<file path="config.mk">
export PLATFORM = sky130hd
export DESIGN_NAME = pd_hotswap_seq
export DESIGN_NICKNAME = d
export VERILOG_FILES = /design/src/core/pd_seq_pkg.sv /design/src/core/qual_timer.sv /design/src/core/pd_hotswap_seq.sv
export VERILOG_INCLUDE_DIRS = /design/src /design/src/core
export SDC_FILE = /design/constraint.sdc
export NUM_CORES = 1
export LEC_CHECK = 0
export ABC_AREA = 0
export ABC_CLOCK_PERIOD_IN_PS = 5100
export BUFFER_PORTS_ARGS = -buffer_cell sky130_fd_sc_hd__clkbuf_2
export CAP_MARGIN = 20
export CORE_ASPECT_RATIO = 0.9
export CORE_MARGIN = 2
export CORE_UTILIZATION = 61
export CTS_CLUSTER_SIZE = 20
export DETAILED_ROUTE_END_ITERATION = 6
export PLACE_DENSITY = 0.84
export SKIP_CTS_REPAIR_TIMING = 1
export SYNTH_ARGS = -nofsm -noshare
export SYNTH_HDL_FRONTEND = slang
export SYNTH_HIERARCHICAL = 1
export SYNTH_SLANG_ARGS = --single-unit
</file>
<file path="constraint.sdc">
create_clock -name i_clk -period 5.1 [get_ports i_clk]
set_clock_uncertainty 0.1 [all_clocks]
set_input_delay 1.53 -clock i_clk [delete_from_list [all_inputs] [get_ports i_clk]]
set_output_delay 1.53 -clock i_clk [all_outputs]
set_load 0.02 [all_outputs]
</file>
<file path="src/core/pd_seq_params.svh">
`ifndef PD_SEQ_PARAMS_SVH
`define PD_SEQ_PARAMS_SVH
`define QUAL_TIME_NS 150000
`define CLK_PERIOD_NS 8
`define QUAL_CYCLES (`QUAL_TIME_NS / `CLK_PERIOD_NS)
`define QUAL_CNT_W 16
`endif

</file>
<file path="src/core/pd_seq_pkg.sv">
package pd_seq_pkg;
  typedef enum logic [2:0] {
    ST_OFF = 3'b001,
    ST_INRUSH = 3'b010,
    ST_OPER = 3'b100
  } lim_state_t;
  typedef struct packed {
    logic above_line_undervoltage_lockout_on;
    logic below_line_undervoltage_lockout_off;
    logic in_det_range;
    logic in_class_range;
    logic below_class_low;
    logic inrush_settled;
    logic switch_over_10v;
    logic rail_over_10v;
  } cmp_t;
  typedef struct packed {
    logic switch_en;
    logic inrush_limit;
    logic pg_pull_low;
    logic sig_connect;
    logic class_en;
    logic inrush_set_en;
  } ctl_t;
endpackage

</file>
<file path="src/core/qual_timer.sv">
`include "pd_seq_params.svh"
module qual_timer #(
  parameter int CYCLES = `QUAL_CYCLES
) (
  input wire logic i_clk,
  input wire logic i_reset_n,
  input wire logic i_ce,
  input wire logic i_cond,
  output logic o_done
);
  logic [`QUAL_CNT_W-1:0] cnt;
  localparam logic [`QUAL_CNT_W-1:0] LAST = `QUAL_CNT_W'(CYCLES - 1);
  // restart whenever qualifying condition drops
  always_ff @(posedge i_clk) begin
    if (!i_reset_n) begin
      cnt <= '0;
    end else if (i_ce) begin
      if (!i_cond) begin
        cnt <= '0;
      end else if (cnt != LAST) begin
        cnt <= cnt + `QUAL_CNT_W'(1);
      end
    end
  end
  assign o_done = i_cond && (cnt == LAST);
endmodule

</file>
<file path="src/core/pd_hotswap_seq.sv">
// Functional notes
// - below lower lockout: reset, switch off
// - above turn-on: enable switch at inrush limit
// - settled 150us: operational limit, release good
// - switch over 10V 150us: fold back
// - good low when off in class range, inrush, rail high
// - detection mode below class threshold
// - idle mode: all nodes high impedance
// - class current only within class range
// - signature connected only in detect range
`include "pd_seq_params.svh"
module pd_hotswap_seq #(
  parameter int QUAL_CYCLES = `QUAL_CYCLES
) (
  input wire logic i_clk,
  input wire logic i_reset_n,
  input wire logic i_ce,
  input wire pd_seq_pkg::cmp_t i_cmp,
  output pd_seq_pkg::ctl_t o_ctl,
  output logic o_supply_ok_output_oe,
  output logic o_supply_ok_output
);
  pd_seq_pkg::cmp_t cmp_meta;
  pd_seq_pkg::cmp_t cmp;
  pd_seq_pkg::lim_state_t state;
  pd_seq_pkg::lim_state_t next_state;
  pd_seq_pkg::ctl_t next_ctl;
  logic settled_done;
  logic fold_done;

  // shared by the output decode and the checks
  function automatic logic powered(input pd_seq_pkg::lim_state_t s);
    return s != pd_seq_pkg::ST_OFF;
  endfunction

  // comparator outputs are asynchronous to i_clk
  always_ff @(posedge i_clk) begin
    if (!i_reset_n) begin
      cmp_meta <= '0;
      cmp <= '0;
    end else if (i_ce) begin
      cmp_meta <= i_cmp;
      cmp <= cmp_meta;
    end
  end

  qual_timer #(.CYCLES(QUAL_CYCLES)) u_settle (
    .i_clk(i_clk),
    .i_reset_n(i_reset_n),
    .i_ce(i_ce),
    .i_cond(state == pd_seq_pkg::ST_INRUSH && cmp.inrush_settled),
    .o_done(settled_done)
  );

  qual_timer #(.CYCLES(QUAL_CYCLES)) u_fold (
    .i_clk(i_clk),
    .i_reset_n(i_reset_n),
    .i_ce(i_ce),
    .i_cond(state == pd_seq_pkg::ST_OPER && cmp.switch_over_10v),
    .o_done(fold_done)
  );

  always_comb begin
    next_state = state;
    case (state)
      pd_seq_pkg::ST_OFF: begin
        if (cmp.above_line_undervoltage_lockout_on && !cmp.below_line_undervoltage_lockout_off) begin
          next_state = pd_seq_pkg::ST_INRUSH;
        end
      end
      pd_seq_pkg::ST_INRUSH: begin
        if (settled_done) begin
          next_state = pd_seq_pkg::ST_OPER;
        end
      end
      pd_seq_pkg::ST_OPER: begin
        if (fold_done) begin
          next_state = pd_seq_pkg::ST_INRUSH;
        end
      end
      default: next_state = pd_seq_pkg::ST_OFF;
    endcase
    // lockout overrides every other transition
    if (cmp.below_line_undervoltage_lockout_off) begin
      next_state = pd_seq_pkg::ST_OFF;
    end
  end

  always_ff @(posedge i_clk) begin
    if (!i_reset_n) begin
      state <= pd_seq_pkg::ST_OFF;
    end else if (i_ce) begin
      state <= next_state;
    end
  end

  // plain run lengths of each qualifying condition, kept apart from the
  // timers so the interval checks do not lean on the timers themselves
  logic [`QUAL_CNT_W-1:0] settle_run;
  logic [`QUAL_CNT_W-1:0] fold_run;

  always_ff @(posedge i_clk) begin
    if (!i_reset_n) begin
      settle_run <= '0;
    end else if (i_ce) begin
      if (!(state == pd_seq_pkg::ST_INRUSH && cmp.inrush_settled)) begin
        settle_run <= '0;
      end else if (settle_run != '1) begin
        settle_run <= settle_run + `QUAL_CNT_W'(1);
      end
    end
  end

  always_ff @(posedge i_clk) begin
    if (!i_reset_n) begin
      fold_run <= '0;
    end else if (i_ce) begin
      if (!(state == pd_seq_pkg::ST_OPER && cmp.switch_over_10v)) begin
        fold_run <= '0;
      end else if (fold_run != '1) begin
        fold_run <= fold_run + `QUAL_CNT_W'(1);
      end
    end
  end

  // outputs registered from the next state so they track it exactly
  always_comb begin
    next_ctl = '0;
    next_ctl.switch_en = powered(next_state);
    next_ctl.inrush_limit = next_state == pd_seq_pkg::ST_INRUSH;
    next_ctl.pg_pull_low = !cmp.below_class_low &&
      (next_state != pd_seq_pkg::ST_OPER || cmp.rail_over_10v);
    // detection leaves good released and node to negative rail
    next_ctl.sig_connect = cmp.below_class_low && cmp.in_det_range;
    next_ctl.class_en = !cmp.below_class_low && cmp.in_class_range &&
      next_state == pd_seq_pkg::ST_OFF;
    next_ctl.inrush_set_en = !cmp.below_class_low &&
      powered(next_state);
    // idle: off, above class range, so all of the above stay low
    if (next_state == pd_seq_pkg::ST_OFF && !cmp.in_class_range) begin
      next_ctl.pg_pull_low = 1'b0;
    end
  end

  always_ff @(posedge i_clk) begin
    if (!i_reset_n) begin
      o_ctl <= '0;
    end else if (i_ce) begin
      o_ctl <= next_ctl;
    end
  end

  assign o_supply_ok_output = 1'b0;
  assign o_supply_ok_output_oe = o_ctl.pg_pull_low;

  a_lockout_off: assert property (@(posedge i_clk)
    disable iff (!i_reset_n)
    i_ce && cmp.below_line_undervoltage_lockout_off |=> !o_ctl.switch_en)
    else $error("switch on under lockout");
  a_turn_on_inrush: assert property (@(posedge i_clk)
    disable iff (!i_reset_n)
    i_ce && state == pd_seq_pkg::ST_OFF &&
    next_state == pd_seq_pkg::ST_INRUSH
    |=> o_ctl.switch_en && o_ctl.inrush_limit)
    else $error("turn on not at inrush");
  a_settle_time: assert property (@(posedge i_clk)
    disable iff (!i_reset_n)
    i_ce && state == pd_seq_pkg::ST_INRUSH &&
    next_state == pd_seq_pkg::ST_OPER
    |-> settle_run == `QUAL_CNT_W'(QUAL_CYCLES - 1))
    else $error("operational entered early");
  a_oper_release: assert property (@(posedge i_clk)
    disable iff (!i_reset_n)
    i_ce && state == pd_seq_pkg::ST_INRUSH &&
    next_state == pd_seq_pkg::ST_OPER && !cmp.rail_over_10v
    |=> !o_ctl.inrush_limit && !o_supply_ok_output_oe)
    else $error("good held after settling");
  a_fold_back: assert property (@(posedge i_clk)
    disable iff (!i_reset_n)
    i_ce && fold_done && !cmp.below_line_undervoltage_lockout_off
    |=> state == pd_seq_pkg::ST_INRUSH)
    else $error("no fold back");
  a_fold_time: assert property (@(posedge i_clk)
    disable iff (!i_reset_n)
    i_ce && state == pd_seq_pkg::ST_OPER &&
    next_state == pd_seq_pkg::ST_INRUSH
    |-> fold_run == `QUAL_CNT_W'(QUAL_CYCLES - 1))
    else $error("fold back before full interval");
  a_good_low: assert property (@(posedge i_clk)
    disable iff (!i_reset_n)
    i_ce && cmp.rail_over_10v && !cmp.below_class_low &&
    powered(next_state)
    |=> o_supply_ok_output_oe)
    else $error("good released with rail high");
  a_inrush_pg: assert property (@(posedge i_clk)
    disable iff (!i_reset_n)
    $past(i_ce) && o_ctl.inrush_limit && !$past(cmp.below_class_low)
    |-> o_supply_ok_output_oe)
    else $error("good released during inrush");
  a_det_nodes: assert property (@(posedge i_clk)
    disable iff (!i_reset_n)
    $past(i_ce) && $past(cmp.below_class_low) |->
    !o_ctl.class_en && !o_ctl.inrush_set_en && !o_supply_ok_output_oe)
    else $error("detection mode nodes wrong");
  a_idle_nodes: assert property (@(posedge i_clk)
    disable iff (!i_reset_n)
    i_ce && next_state == pd_seq_pkg::ST_OFF && !cmp.in_class_range &&
    !cmp.below_class_low
    |=> !o_supply_ok_output_oe && !o_ctl.sig_connect && !o_ctl.class_en &&
    !o_ctl.switch_en)
    else $error("idle mode nodes not released");
  a_sig_range: assert property (@(posedge i_clk)
    disable iff (!i_reset_n)
    $past(i_ce) && o_ctl.sig_connect |-> $past(cmp.in_det_range))
    else $error("signature outside range");
  a_class_range: assert property (@(posedge i_clk)
    disable iff (!i_reset_n)
    $past(i_ce) && o_ctl.class_en |-> $past(cmp.in_class_range))
    else $error("class outside range");
  a_ce_freeze: assert property (@(posedge i_clk)
    disable iff (!i_reset_n)
    !i_ce |=> $stable(o_ctl) && $stable(state))
    else $error("state moved while clock enable low");

  c_power_up: cover property (@(posedge i_clk)
    state == pd_seq_pkg::ST_INRUSH ##1 state == pd_seq_pkg::ST_OPER);
  c_fold: cover property (@(posedge i_clk)
    state == pd_seq_pkg::ST_OPER ##1 state == pd_seq_pkg::ST_INRUSH);
  c_lockout: cover property (@(posedge i_clk)
    state == pd_seq_pkg::ST_OPER ##1 state == pd_seq_pkg::ST_OFF);
  c_class: cover property (@(posedge i_clk) o_ctl.class_en);
  c_settle_restart: cover property (@(posedge i_clk)
    settle_run != '0 ##1
    (settle_run == '0 && state == pd_seq_pkg::ST_INRUSH));
endmodule

</file>
# == Word-level counts from Yosys, hierarchy flattened ==
# Cells that the tools add are included.
# op_classes
n_eq_ne,13
addsub,2
n_reduce_logical,17
mux,10
# ops
operator,n
two-way mux 16 bit,4
"adder 16 x 1 -> 16 bit, second input constant",2
"equality test 16 x 15 -> 1 bit, second input constant",2
"inequality test 16 x 15 -> 1 bit, second input constant",2
two-way mux 3 bit,4
logical AND 1 bit,11
one-hot mux 3 bit (3 select lines),1
"equality test 3 x 1 -> 1 bit, second input constant",2
"equality test 3 x 2 -> 1 bit, second input constant",2
"inequality test 2 bit, second input constant",2
AND reduction 2 bit,2
"equality test 3 bit, second input constant",1
zero test 1 bit,3
"inequality test 3 x 1 -> 1 bit, second input constant",1
"inequality test 3 bit, second input constant",1
logical OR 1 bit,1
two-way mux 1 bit,1
# totals
output_inout_bits,8
in_bits,11
regBits,57

# == Depth between registers and ports, before layout ==
# Gate-level depths: netlist (run 1).
# depth
ltp_word,10
ltp_mapped,9
depth_no_buf,8

# == Cells and area by module ==
# Netlist (run 1), hierarchy kept.
# modules_own_cells
module,seq_area_each_um2,area_per_inst_um2,cells_each,instances
qual_timer,320.3,1041.0,121,2
pd_hotswap_seq,500.5,1107.3,111,1

# == Least setup slack after synthesis (run 1) ==
# Ideal clock, no wire load.
# synth_path
path_type,input port to flip-flop
start,in i_reset_n
end,reg u_fold.cnt[11]
path_buffers,1
arrival_time_ns,2.306
setup_ns,0.075
path_stages,3
setup_slack_ns,2.619
cell_sequence,clkbuf_1 > or3b_2 > o22ai_1
# synth_lines
element,line_no,text
from (decl),pd_hotswap_seq.sv:16,"input wire logic i_reset_n,"
to (signal assigned),qual_timer.sv:21,cnt <= cnt + `QUAL_CNT_W'(1);
to (decl),qual_timer.sv:11,logic [`QUAL_CNT_W-1:0] cnt;

# == Worst setup path in the final report (run 1) ==
# layout_path
start,in i_ce
end,reg u_settle.cnt[8]
# layout_via
elab_chain_len,1
# layout_lines
element,line_no,text
from (decl),pd_hotswap_seq.sv:17,"input wire logic i_ce,"
AND reduction 2 bit (no source line),--,
to (signal assigned),qual_timer.sv:21,
to (decl),qual_timer.sv:11,
# No other way between the ends.
# A chain may end at the register's enable or synchronous reset.

==> results.sh, run 1 <==
export IMPL_pwr_density_cell_nw_per_um2=262.9
export IMPL_busiest_layer="met2"
export IMPL_area_delta_synth_final_pct=6.944
export IMPL_status="finished clean"
export IMPL_yosysMostFrequentCell="dfxtp_1"
export IMPL_setup_tns_ns=0
export IMPL_startpoint="i_ce"
export IMPL_setup_violations=0
export IMPL_n_antenna_cell=0
export IMPL_clk_pin_slew_ns=0.06
export IMPL_max_freq_mhz=311.5
export IMPL_ys_warn_count=6
export IMPL_worstPathRequired_ns=5.27
export IMPL_nFillCells=386
export IMPL_synth_top_cell_area_share=0.3578
export IMPL_slew_headroom=0.3517
export IMPL_r2r_slack_ns=2.47
export IMPL_start_kind="input port"
export IMPL_p_total_uw=896.7
export IMPL_clk_latency_ns=0.32
export IMPL_cts_tree="yes"
export IMPL_vias=2679
export IMPL_grt_overflow=0
export IMPL_grtUsageMet2=0.3444
export IMPL_netlist_instances=353
export IMPL_grt_start_max_net_pins=55
export IMPL_cp_top_family="buffers and inverters"
export IMPL_worst_path_stages=5
export IMPL_min_path_type="flop to flop"
export IMPL_htree_levels=3
export IMPL_cts_sinks=57
export IMPL_async_flop_share=0
export IMPL_numPortBuffers=17
export IMPL_ir_drop_uv=196.7
export IMPL_synthTopCellsByArea="dfxtp_1 36%, mux2i_1 5.0%, nand3_1 3.8%"
export IMPL_critPathKind="input port to flop"
export IMPL_grt_pass1_vias=2308
export IMPL_grtUsageMet1=0.3430
export IMPL_grt_pass1_wl_microns=10930
export IMPL_critPathMaxStageDelay_ns=0.63
export IMPL_synth_ff_type="dfxtp_1"
export IMPL_arrival_ns=3.38
export IMPL_crit_chain="clkbuf_2 -> o41ai_4 -> buf_6 -> nor4_1 -> o221a_1"
export IMPL_first_pass_iters=5
export IMPL_io_pins=19
export IMPL_antenna_found_initial=0
export IMPL_tightestPinTransition_ns=0.9725
export IMPL_crit_path_end="u_settle/cnt[8]$_SDFFE_PN0P_"
export IMPL_rsz0062_at_grt="no"
export IMPL_die_x_microns=80.22
export IMPL_synth_common_cells="57 x dfxtp_1, 29 x nand2_1, 24 x nand3_1"
export IMPL_track_usage=0.2363
export IMPL_start_util=0.6437
export IMPL_die_h_microns=72.60
export IMPL_clockRootBuffer="clkbuf_8"
export IMPL_numCtsBuffers=9
export IMPL_row_count=24
export IMPL_synthesis_nets=368
export IMPL_worstSetupEndpointType="flop"
export IMPL_critPathMaxFanout=29
export IMPL_fin_nets=374
export IMPL_wl_microns=6585
export IMPL_final_min_clock_period_ns=3.210
export IMPL_synth_edf_count=0
export IMPL_yosysSeqAreaShare=0.3578
export IMPL_drv_slew=0
export IMPL_period_share=0.6294
export IMPL_synth_area_sq_um=3189
export IMPL_leakagePower_uw=0.001201
export IMPL_multi_input_area_sq_um=1839
export IMPL_yosys_area_top_type="dfxtp_1"
export IMPL_dpl_hpwl_microns=4310
export IMPL_clockBufferDepth=2
export IMPL_wl_per_cell_microns=15.39
export IMPL_vias_per_cell=6.259
export IMPL_die_area_sq_um=5824
export IMPL_final_seq_area_sq_um=1141
export IMPL_drive_gt1_frac=0.1763
export IMPL_fin_util=0.6884
export IMPL_reg2reg_depth=6
export IMPL_coreArea_sq_um=4955
export IMPL_finalWeightedCongestion=0.8347
export IMPL_drc_errors=0
export IMPL_cp_slowest_cell="clkbuf_2"
export IMPL_drv_cap=0
export IMPL_r2r_start="u_settle/cnt[0]$_SDFFE_PN0P_"
export IMPL_timing_hold_ws_ns=0.3540
export IMPL_antenna_left=0
export IMPL_crit_buf_inv=2
export IMPL_drt_iter0_drc=238
export IMPL_final_hold_violation_count=0
export IMPL_reg2reg_to="u_settle/cnt[8]$_SDFFE_PN0P_"
export IMPL_syn_area_per_cell_sq_um=9.035
export IMPL_ys_ff_latch=57
export IMPL_use_met3=0.05941
export IMPL_synth_cell_types=57
==> metal layers <==
metal	part of all wire	vias to the layer above
li1	-	1336
met1	0.49	1284
met2	0.46	55
met3	0.038	4
met4	0.0052	0
met5	0	-
==> metrics by stage <==
stage,setup WS (ns),std cells,cell area (sq um)
floorplan,2.619,353,3189
global placement,1.588,411,3207
detailed placement,1.534,411,3207
CTS,1.880,426,3388
global route,1.723,428,3411
finish,1.890,428,3411
==> worst min path at each step <==
stage / depth (start not counted) / to / startpoint / slack, ns
final: 1 / o_ctl[4]$_SDFFE_PN0P_ / o_ctl[4]$_SDFFE_PN0P_ / 0.35
after CTS: 1 / o_ctl[4]$_SDFFE_PN0P_ / o_ctl[4]$_SDFFE_PN0P_ / 0.36
after floorplan: 2 / u_fold/cnt[11]$_SDFFE_PN0P_ / u_fold/cnt[11]$_SDFFE_PN0P_ / 0.36
after detailed placement: 1 / o_ctl[4]$_SDFFE_PN0P_ / o_ctl[4]$_SDFFE_PN0P_ / 0.34
after global routing: 1 / o_ctl[4]$_SDFFE_PN0P_ / o_ctl[4]$_SDFFE_PN0P_ / 0.37
after global placement: 1 / o_ctl[4]$_SDFFE_PN0P_ / o_ctl[4]$_SDFFE_PN0P_ / 0.34
==> report_power, final <==
group,switching (uW),internal (uW)
Clock,170,213
Sequential,5.48,452
Combinational,32.6,23.7
==> registers in the layout, summed over array words and instances (netlist names) <==
register and cells:
u_fold/cnt 16, u_settle/cnt 16, cmp 8, cmp_meta 8, o_ctl 5, state 3
o_supply_ok_output_oe 1
==> layout by cell type, fill, tap and decap left out, types with 7 or more instances in the layout <==
cell type	instances
dfxtp_1	57
nand2_1	29
nand3_1	24
nor2b_1	17
clkbuf_2	17
mux2i_1	16
a21oi_1	16
nand4_1	14
clkbuf_8	12
o22ai_1	11
nand2b_1	10
nand3b_1	10
and4_1	8
inv_1	7
==> cells by family (layout without fill, tap and decap cells) <==
group	Yosys count	in the layout	synth area share
xor gates and xnor gates	1	1	0.002747
adders and majority gates	4	4	0.01569
buffers and inverters	36	46	0.06551
AOI/OAI and AO/OA	74	74	0.1879
other	1	1	0.001176
muxes	16	16	0.05021
and+or+nand+nor	164	164	0.3189
DFF	57	57	0.3578
==> area by class of cell <==
class / count / share of cell area
Clock inverter: 2 / 0.003668
Inverter: 8 / 0.008804
Timing Repair Buffer: 23 / 0.04035
Tap cell: 65 / 0.02384
Multi-Input combinational cell: 260 / 0.5393
Sequential cell: 57 / 0.3346
Clock buffer: 13 / 0.04952
Note: power is estimated with default switching activity, not from simulation.
==> run 2, diff against run 1 <==
--- a/config.mk
+++ b/config.mk
@@ -7,15 +7,15 @@
 export NUM_CORES = 1
 export LEC_CHECK = 0
 export ABC_AREA = 0
-export ABC_CLOCK_PERIOD_IN_PS = 5100
+export ABC_CLOCK_PERIOD_IN_PS = 2580
 export BUFFER_PORTS_ARGS = -buffer_cell sky130_fd_sc_hd__clkbuf_2
 export CAP_MARGIN = 20
 export CORE_ASPECT_RATIO = 0.9
 export CORE_MARGIN = 2
-export CORE_UTILIZATION = 61
+export CORE_UTILIZATION = 55
 export CTS_CLUSTER_SIZE = 20
 export DETAILED_ROUTE_END_ITERATION = 6
-export PLACE_DENSITY = 0.84
+export PLACE_DENSITY = 0.8
 export SKIP_CTS_REPAIR_TIMING = 1
 export SYNTH_ARGS = -nofsm -noshare
 export SYNTH_HDL_FRONTEND = slang
==> constraint.sdc (replaced) <==
create_clock -name i_clk -period 2.58 [get_ports i_clk]
set_clock_uncertainty 0.1 [all_clocks]
set_input_delay 0.774 -clock i_clk [delete_from_list [all_inputs] [get_ports i_clk]]
set_output_delay 0.774 -clock i_clk [all_outputs]
set_load 0.02 [all_outputs]
==> run 2 against run 1 <==
Effect of this change: wire length is 8.6% higher; worst setup slack worse by 1.7 ns; non-clock buffer count is 11 higher; clock power is 130% higher; design area is 4.1% higher; register-to-register slack worse by 2.3 ns; sequential power is 97% higher; global-route usage is 0.43 points lower; sequential cell count stayed put; via count is 4.6% higher; combinational power is 110% higher; highest routed layer unchanged; die area is 10% higher; critical endpoint is now state[1]$_SDFFE_PN0P_.
==> results.sh, run 2 (same netlist as run 1, synthesis figures left out) <==
export IMPL_worstPathRequired_ns=2.76
export IMPL_htree_levels=3
export IMPL_ir_drop_uv=487.3
export IMPL_vias=2802
export IMPL_wl_per_cell_microns=16.07
export IMPL_n_antenna_cell=0
export IMPL_antenna_found_initial=0
export IMPL_worstHoldStart="o_ctl[4]$_SDFFE_PN0P_"
export IMPL_tightestPinTransition_ns=0.6631
export IMPL_final_min_clock_period_ns=2.375
export IMPL_min_path_cells=1
export IMPL_arrival_ns=2.56
export IMPL_die_h_microns=76.24
export IMPL_critPathKind="flop to flop"
export IMPL_reg2reg_to="state[1]$_SDFFE_PN0P_"
export IMPL_antenna_left=0
export IMPL_die_x_microns=84.27
export IMPL_reg_top3="u_fold/cnt x16, u_settle/cnt x16"
export IMPL_grt_pass1_vias=2651
export IMPL_drv_cap=0
export IMPL_final_hold_violation_count=0
export IMPL_rsz0062_at_grt="no"
export IMPL_mostFrequentLayoutCell="dfxtp_1"
export IMPL_r2r_start="state[2]$_SDFFE_PN0P_"
export IMPL_grt_pass1_wl_microns=12250
export IMPL_grt_overflow=0
export IMPL_reg2reg_depth=8
export IMPL_first_pass_iters=5
export IMPL_cts_sinks=57
export IMPL_drv_slew=0
export IMPL_pwr_density_cell_nw_per_um2=537.7
export IMPL_status="finished clean"
export IMPL_numCtsBuffers=9
export IMPL_clockRootBuffer="clkbuf_8"
export IMPL_grt_start_max_net_pins=35
export IMPL_start_util=0.5667
export IMPL_setup_tns_ns=0
export IMPL_wl_microns=7152
export IMPL_cts_tree="yes"
export IMPL_clockBufferDepth=2
export IMPL_track_usage=0.2319
export IMPL_row_count=26
export IMPL_final_cell_mix="57 x dfxtp_1, 29 x nand2_1, 24 x nand3_1"
export IMPL_dpl_hpwl_microns=4835
export IMPL_drive_gt1_frac=0.2107
export IMPL_coreArea_sq_um=5628
export IMPL_leakagePower_uw=0.001272
export IMPL_area_delta_synth_final_pct=11.30
export IMPL_clk_pin_slew_ns=0.06
export IMPL_min_path_type="flop to flop"
export IMPL_critPathMaxFanout=10
export IMPL_clk_latency_ns=0.34
export IMPL_setup_violations=0
export IMPL_finalWeightedCongestion=0.8578
export IMPL_worstSetupEndpointType="flop"
export IMPL_io_pins=19
export IMPL_period_share=0.9205
export IMPL_max_freq_mhz=421.1
export IMPL_r2r_slack_ns=0.21
export IMPL_vias_per_cell=6.297
export IMPL_drc_errors=0
export IMPL_drt_iter0_drc=186
export IMPL_numPortBuffers=17
export IMPL_die_area_sq_um=6425
export IMPL_fin_nets=385
export IMPL_min_to="o_ctl[4]$_SDFFE_PN0P_"
export IMPL_p_total_uw=1909
export IMPL_nFillCells=454
export IMPL_slew_headroom=0.5579
export IMPL_start_kind="flop"
## run 2: cell type report
cell class / instances / area [sq um] / area share
Multi-Input combinational cell: 260 / 1851 / 0.5213
Timing Repair Buffer: 34 / 225.2 / 0.06345
Sequential cell: 57 / 1141 / 0.3215
Inverter: 8 / 30.03 / 0.008460
Clock inverter: 4 / 50.05 / 0.01410
Clock buffer: 12 / 165.2 / 0.04653
Tap cell: 70 / 87.58 / 0.02467
## run 2: layer usage
layer / GRT usage / up-vias / wire length (microns) / part of all wire
li1: - / 1358 / - / -
met1: 0.2928 / 1344 / 3270 / 0.46
met2: 0.3706 / 90 / 3396 / 0.47
met3: 0.06392 / 10 / 401 / 0.056
met4: 0.1016 / 0 / 84 / 0.012
met5: 0 / - / 0 / 0
## run 2: through the flow
stage	setup slack [ns]	cells	utilization	hold slack, ns	area [sq um]
floorplan	0.1248	353	-	0.3587	3189
global placement	0.3347	429	0.5905	0.3591	3323
detailed placement	0.1317	429	0.5905	0.3490	3323
CTS	0.07704	445	0.6287	0.3650	3538
global route	0.04562	445	0.6307	0.4117	3550
finish	0.2051	445	0.6307	0.3705	3550
## run 2: worst max-delay path, cell delays in order (launching register included)
cell	delay [ns]
dfxtp_1	0.49
nand2b_1	0.14
nor3b_2	0.23
nand4bb_1	0.23
nor4_2	0.26
nand3b_1	0.13
a21o_1	0.23
a2111oi_4	0.38
a21o_1	0.12
## run 2: how the worst max path moves through the flow
stage,slack (ns),cells past startpoint,to,startpoint
after CTS,0.08,8,state[1]$_SDFFE_PN0P_,state[2]$_SDFFE_PN0P_
after detailed placement,0.13,8,state[1]$_SDFFE_PN0P_,state[2]$_SDFFE_PN0P_
after floorplan,0.12,9,o_ctl[4]$_SDFFE_PN0P_,state[2]$_SDFFE_PN0P_
after global routing,0.05,8,state[1]$_SDFFE_PN0P_,state[2]$_SDFFE_PN0P_
after global placement,0.33,8,o_ctl[4]$_SDFFE_PN0P_,state[2]$_SDFFE_PN0P_
final,0.21,8,state[1]$_SDFFE_PN0P_,state[2]$_SDFFE_PN0P_
## run 2: report_power, final
group | internal (uW) | leakage, uW | switching (uW)
clock network | 523 | 0.000105 | 360
logic | 52.3 | 0.000706 | 69.1
registers | 894 | 0.000461 | 9.74
total | 1470 | 0.00127 | 439
==> run 3, diff against run 2 <==
--- a/config.mk
+++ b/config.mk
@@ -7,15 +7,17 @@
 export NUM_CORES = 1
 export LEC_CHECK = 0
 export ABC_AREA = 0
-export ABC_CLOCK_PERIOD_IN_PS = 2580
+export ABC_CLOCK_PERIOD_IN_PS = 2200
 export BUFFER_PORTS_ARGS = -buffer_cell sky130_fd_sc_hd__clkbuf_2
 export CAP_MARGIN = 20
+export CELL_PAD_IN_SITES_DETAIL_PLACEMENT = 1
+export CELL_PAD_IN_SITES_GLOBAL_PLACEMENT = 2
 export CORE_ASPECT_RATIO = 0.9
 export CORE_MARGIN = 2
-export CORE_UTILIZATION = 55
+export CORE_UTILIZATION = 38
 export CTS_CLUSTER_SIZE = 20
 export DETAILED_ROUTE_END_ITERATION = 6
-export PLACE_DENSITY = 0.8
+export PLACE_DENSITY_LB_ADDON = 0.1
 export SKIP_CTS_REPAIR_TIMING = 1
 export SYNTH_ARGS = -nofsm -noshare
 export SYNTH_HDL_FRONTEND = slang
==> constraint.sdc (replaced) <==
create_clock -name i_clk -period 2.2 [get_ports i_clk]
set_clock_uncertainty 0.1 [all_clocks]
set_input_delay 0.66 -clock i_clk [delete_from_list [all_inputs] [get_ports i_clk]]
set_output_delay 0.66 -clock i_clk [all_outputs]
set_load 0.02 [all_outputs]
==> run 3 against run 2 <==
Effect of this change: wire length increased by 18%; sequential cell count unchanged; register-to-register slack got worse by 0.15 ns; non-clock buffer count increased by 29; global-route usage decreased by 3.7 points; total power increased by 22%; combinational power increased by 31%; clock-buffer cell count decreased by 3; sequential power increased by 17%; die area increased by 42%; via count about the same; largest cell class unchanged.
==> results.sh, run 3 (same netlist as run 1, synthesis figures left out) <==
export IMPL_reg_top3="u_fold/cnt x16, u_settle/cnt x16"
export IMPL_pwr_density_cell_nw_per_um2=601.5
export IMPL_htree_levels=3
export IMPL_track_usage=0.1953
export IMPL_antenna_left=0
export IMPL_n_antenna_cell=0
export IMPL_status="finished clean"
export IMPL_cp_slowest_cell="a2111oi_4"
export IMPL_dpl_hpwl_microns=6072
export IMPL_critPathKind="flop to flop"
export IMPL_power_frac_comb=0.068
export IMPL_final_min_clock_period_ns=2.146
export IMPL_area_delta_synth_final_pct=21.07
export IMPL_switching_share=0.2425
export IMPL_fin_nets=414
export IMPL_clockBufferDepth=2
export IMPL_p_total_uw=2323
export IMPL_io_pins=19
export IMPL_pre_cts_ws_ns=-0.006052
export IMPL_drv_cap=0
export IMPL_cts_sinks=57
export IMPL_vias=2801
export IMPL_drive_gt1_frac=0.2847
export IMPL_ir_drop_uv=434.9
export IMPL_vias_per_cell=5.569
export IMPL_period_share=0.9756
export IMPL_drv_slew=0
export IMPL_clockRootBuffer="clkbuf_8"
export IMPL_power_frac_seq=0.456
export IMPL_start_kind="flop"
export IMPL_rsz0062_at_grt="yes"
export IMPL_final_hold_violation_count=0
export IMPL_worstSetupEndpointType="flop"
export IMPL_setup_violations=0
export IMPL_die_h_microns=90.91
export IMPL_final_cell_mix="54 x dfxtp_1, 44 x buf_4, 29 x nand2_1"
export IMPL_nFillCells=928
export IMPL_fin_util=0.4763
export IMPL_cts_tree="yes"
export IMPL_power_switching_uw=563.2
export IMPL_grt_overflow=0
export IMPL_p_clk_frac=0.475
export IMPL_clk_pin_slew_ns=0.07
export IMPL_start_util=0.3934
export IMPL_antenna_found_initial=0
export IMPL_p_int_uw=1759
export IMPL_fin_ws_ns=0.05379
export IMPL_critPathMaxStageDelay_ns=0.35
export IMPL_cpMostUsedCell="a21o_1"
export IMPL_drt_iter0_drc=69
export IMPL_grt_pass1_vias=2835
export IMPL_wl_per_cell_microns=16.71
export IMPL_grt_pass1_wl_microns=14110
export IMPL_worstPathRequired_ns=2.38
export IMPL_first_pass_iters=4
export IMPL_numCtsBuffers=9
export IMPL_mostFrequentLayoutCell="dfxtp_1"
export IMPL_max_freq_mhz=465.9
export IMPL_critPathMaxFanout=2
export IMPL_min_path_type="flop to flop"
export IMPL_drc_errors=0
export IMPL_crit_chain="nand2b_4 -> nor3b_4 -> nand4bb_1 -> nor4_4 -> nand3b_1 -> a21o_1 -> a2111oi_4 -> a21o_1"
export IMPL_die_x_microns=100.6
export IMPL_row_count=31
export IMPL_grt_start_max_net_pins=28
export IMPL_coreArea_sq_um=8107
export IMPL_numPortBuffers=17
export IMPL_wl_microns=8407
export IMPL_die_area_sq_um=9143
export IMPL_arrival_ns=2.33
export IMPL_clk_latency_ns=0.34
export IMPL_leakagePower_uw=0.001463
export IMPL_finalWeightedCongestion=0.7817
## run 3: cell count changes in the layout (fill, tap and decap cells not counted), moves of 2 or more
| cell | previous run | this run |
|---|---|---|
| dfxtp_2 | 0 | 3 |
| buf_4 | 16 | 44 |
| dfxtp_1 | 57 | 54 |
| clkbuf_8 | 12 | 9 |
| clkinv_4 | 0 | 2 |
## run 3: area by class of cell
cell class / count / area, sq um / area share
clock buffer: 9 / 123.9 / 0.03208
clock inverter: 7 / 95.09 / 0.02463
inverter: 8 / 30.03 / 0.007777
multi-input combinational: 260 / 1888 / 0.4890
sequential: 57 / 1145 / 0.2965
tap: 99 / 123.9 / 0.03208
timing repair buffer: 63 / 455.4 / 0.1180
## run 3: routing by layer
metal,up-vias,routed length [microns],track usage
met4,0,38,0.05594
met2,31,3871,0.3009
li1,1416,-,-
met5,-,0,0
met1,1352,4285,0.2678
met3,2,212,0.05108
## run 3: worst paths after layout
path	slack [ns]	endpoint	startpoint	cells after the start
setup / recovery	0.05	o_ctl[4]$_SDFFE_PN0P_	state[0]$_SDFFE_PN1P_	8
hold / removal	0.37	o_ctl[4]$_SDFFE_PN0P_	o_ctl[4]$_SDFFE_PN0P_	1
hold reg to reg	0.37	o_ctl[4]$_SDFFE_PN0P_	o_ctl[4]$_SDFFE_PN0P_	1
setup reg to reg	0.05	o_ctl[4]$_SDFFE_PN0P_	state[0]$_SDFFE_PN1P_	8
## run 3: power by group through the flow
stage,Clock [uW],Combinational (uW),Sequential (uW)
finish,1100,159,1060
global route,1190,175,1060
detailed placement,0,157,1080
global placement,0,154,1080
floorplan,0,111,1080
CTS,1140,157,1060
## run 3: worst max-delay path, delay by kind of cell, from the launching register on
family	cells	cell delay (ns)
AND/OR/NAND/NOR	5	1.03
AO/OA/AOI/OAI	3	0.66
flip-flops	1	0.31
## run 3: per-stage QoR
step	std cells	hold slack [ns]	area (sq um)	setup TNS [ns]
after global placement	485	0.3496	3601	0
final	503	0.3678	3861	0
after global routing	503	0.4019	3861	-0.1413
after CTS	501	0.3754	3820	-0.03401
after floorplan	353	0.3587	3219	0
after detailed placement	485	0.3588	3601	-0.006052
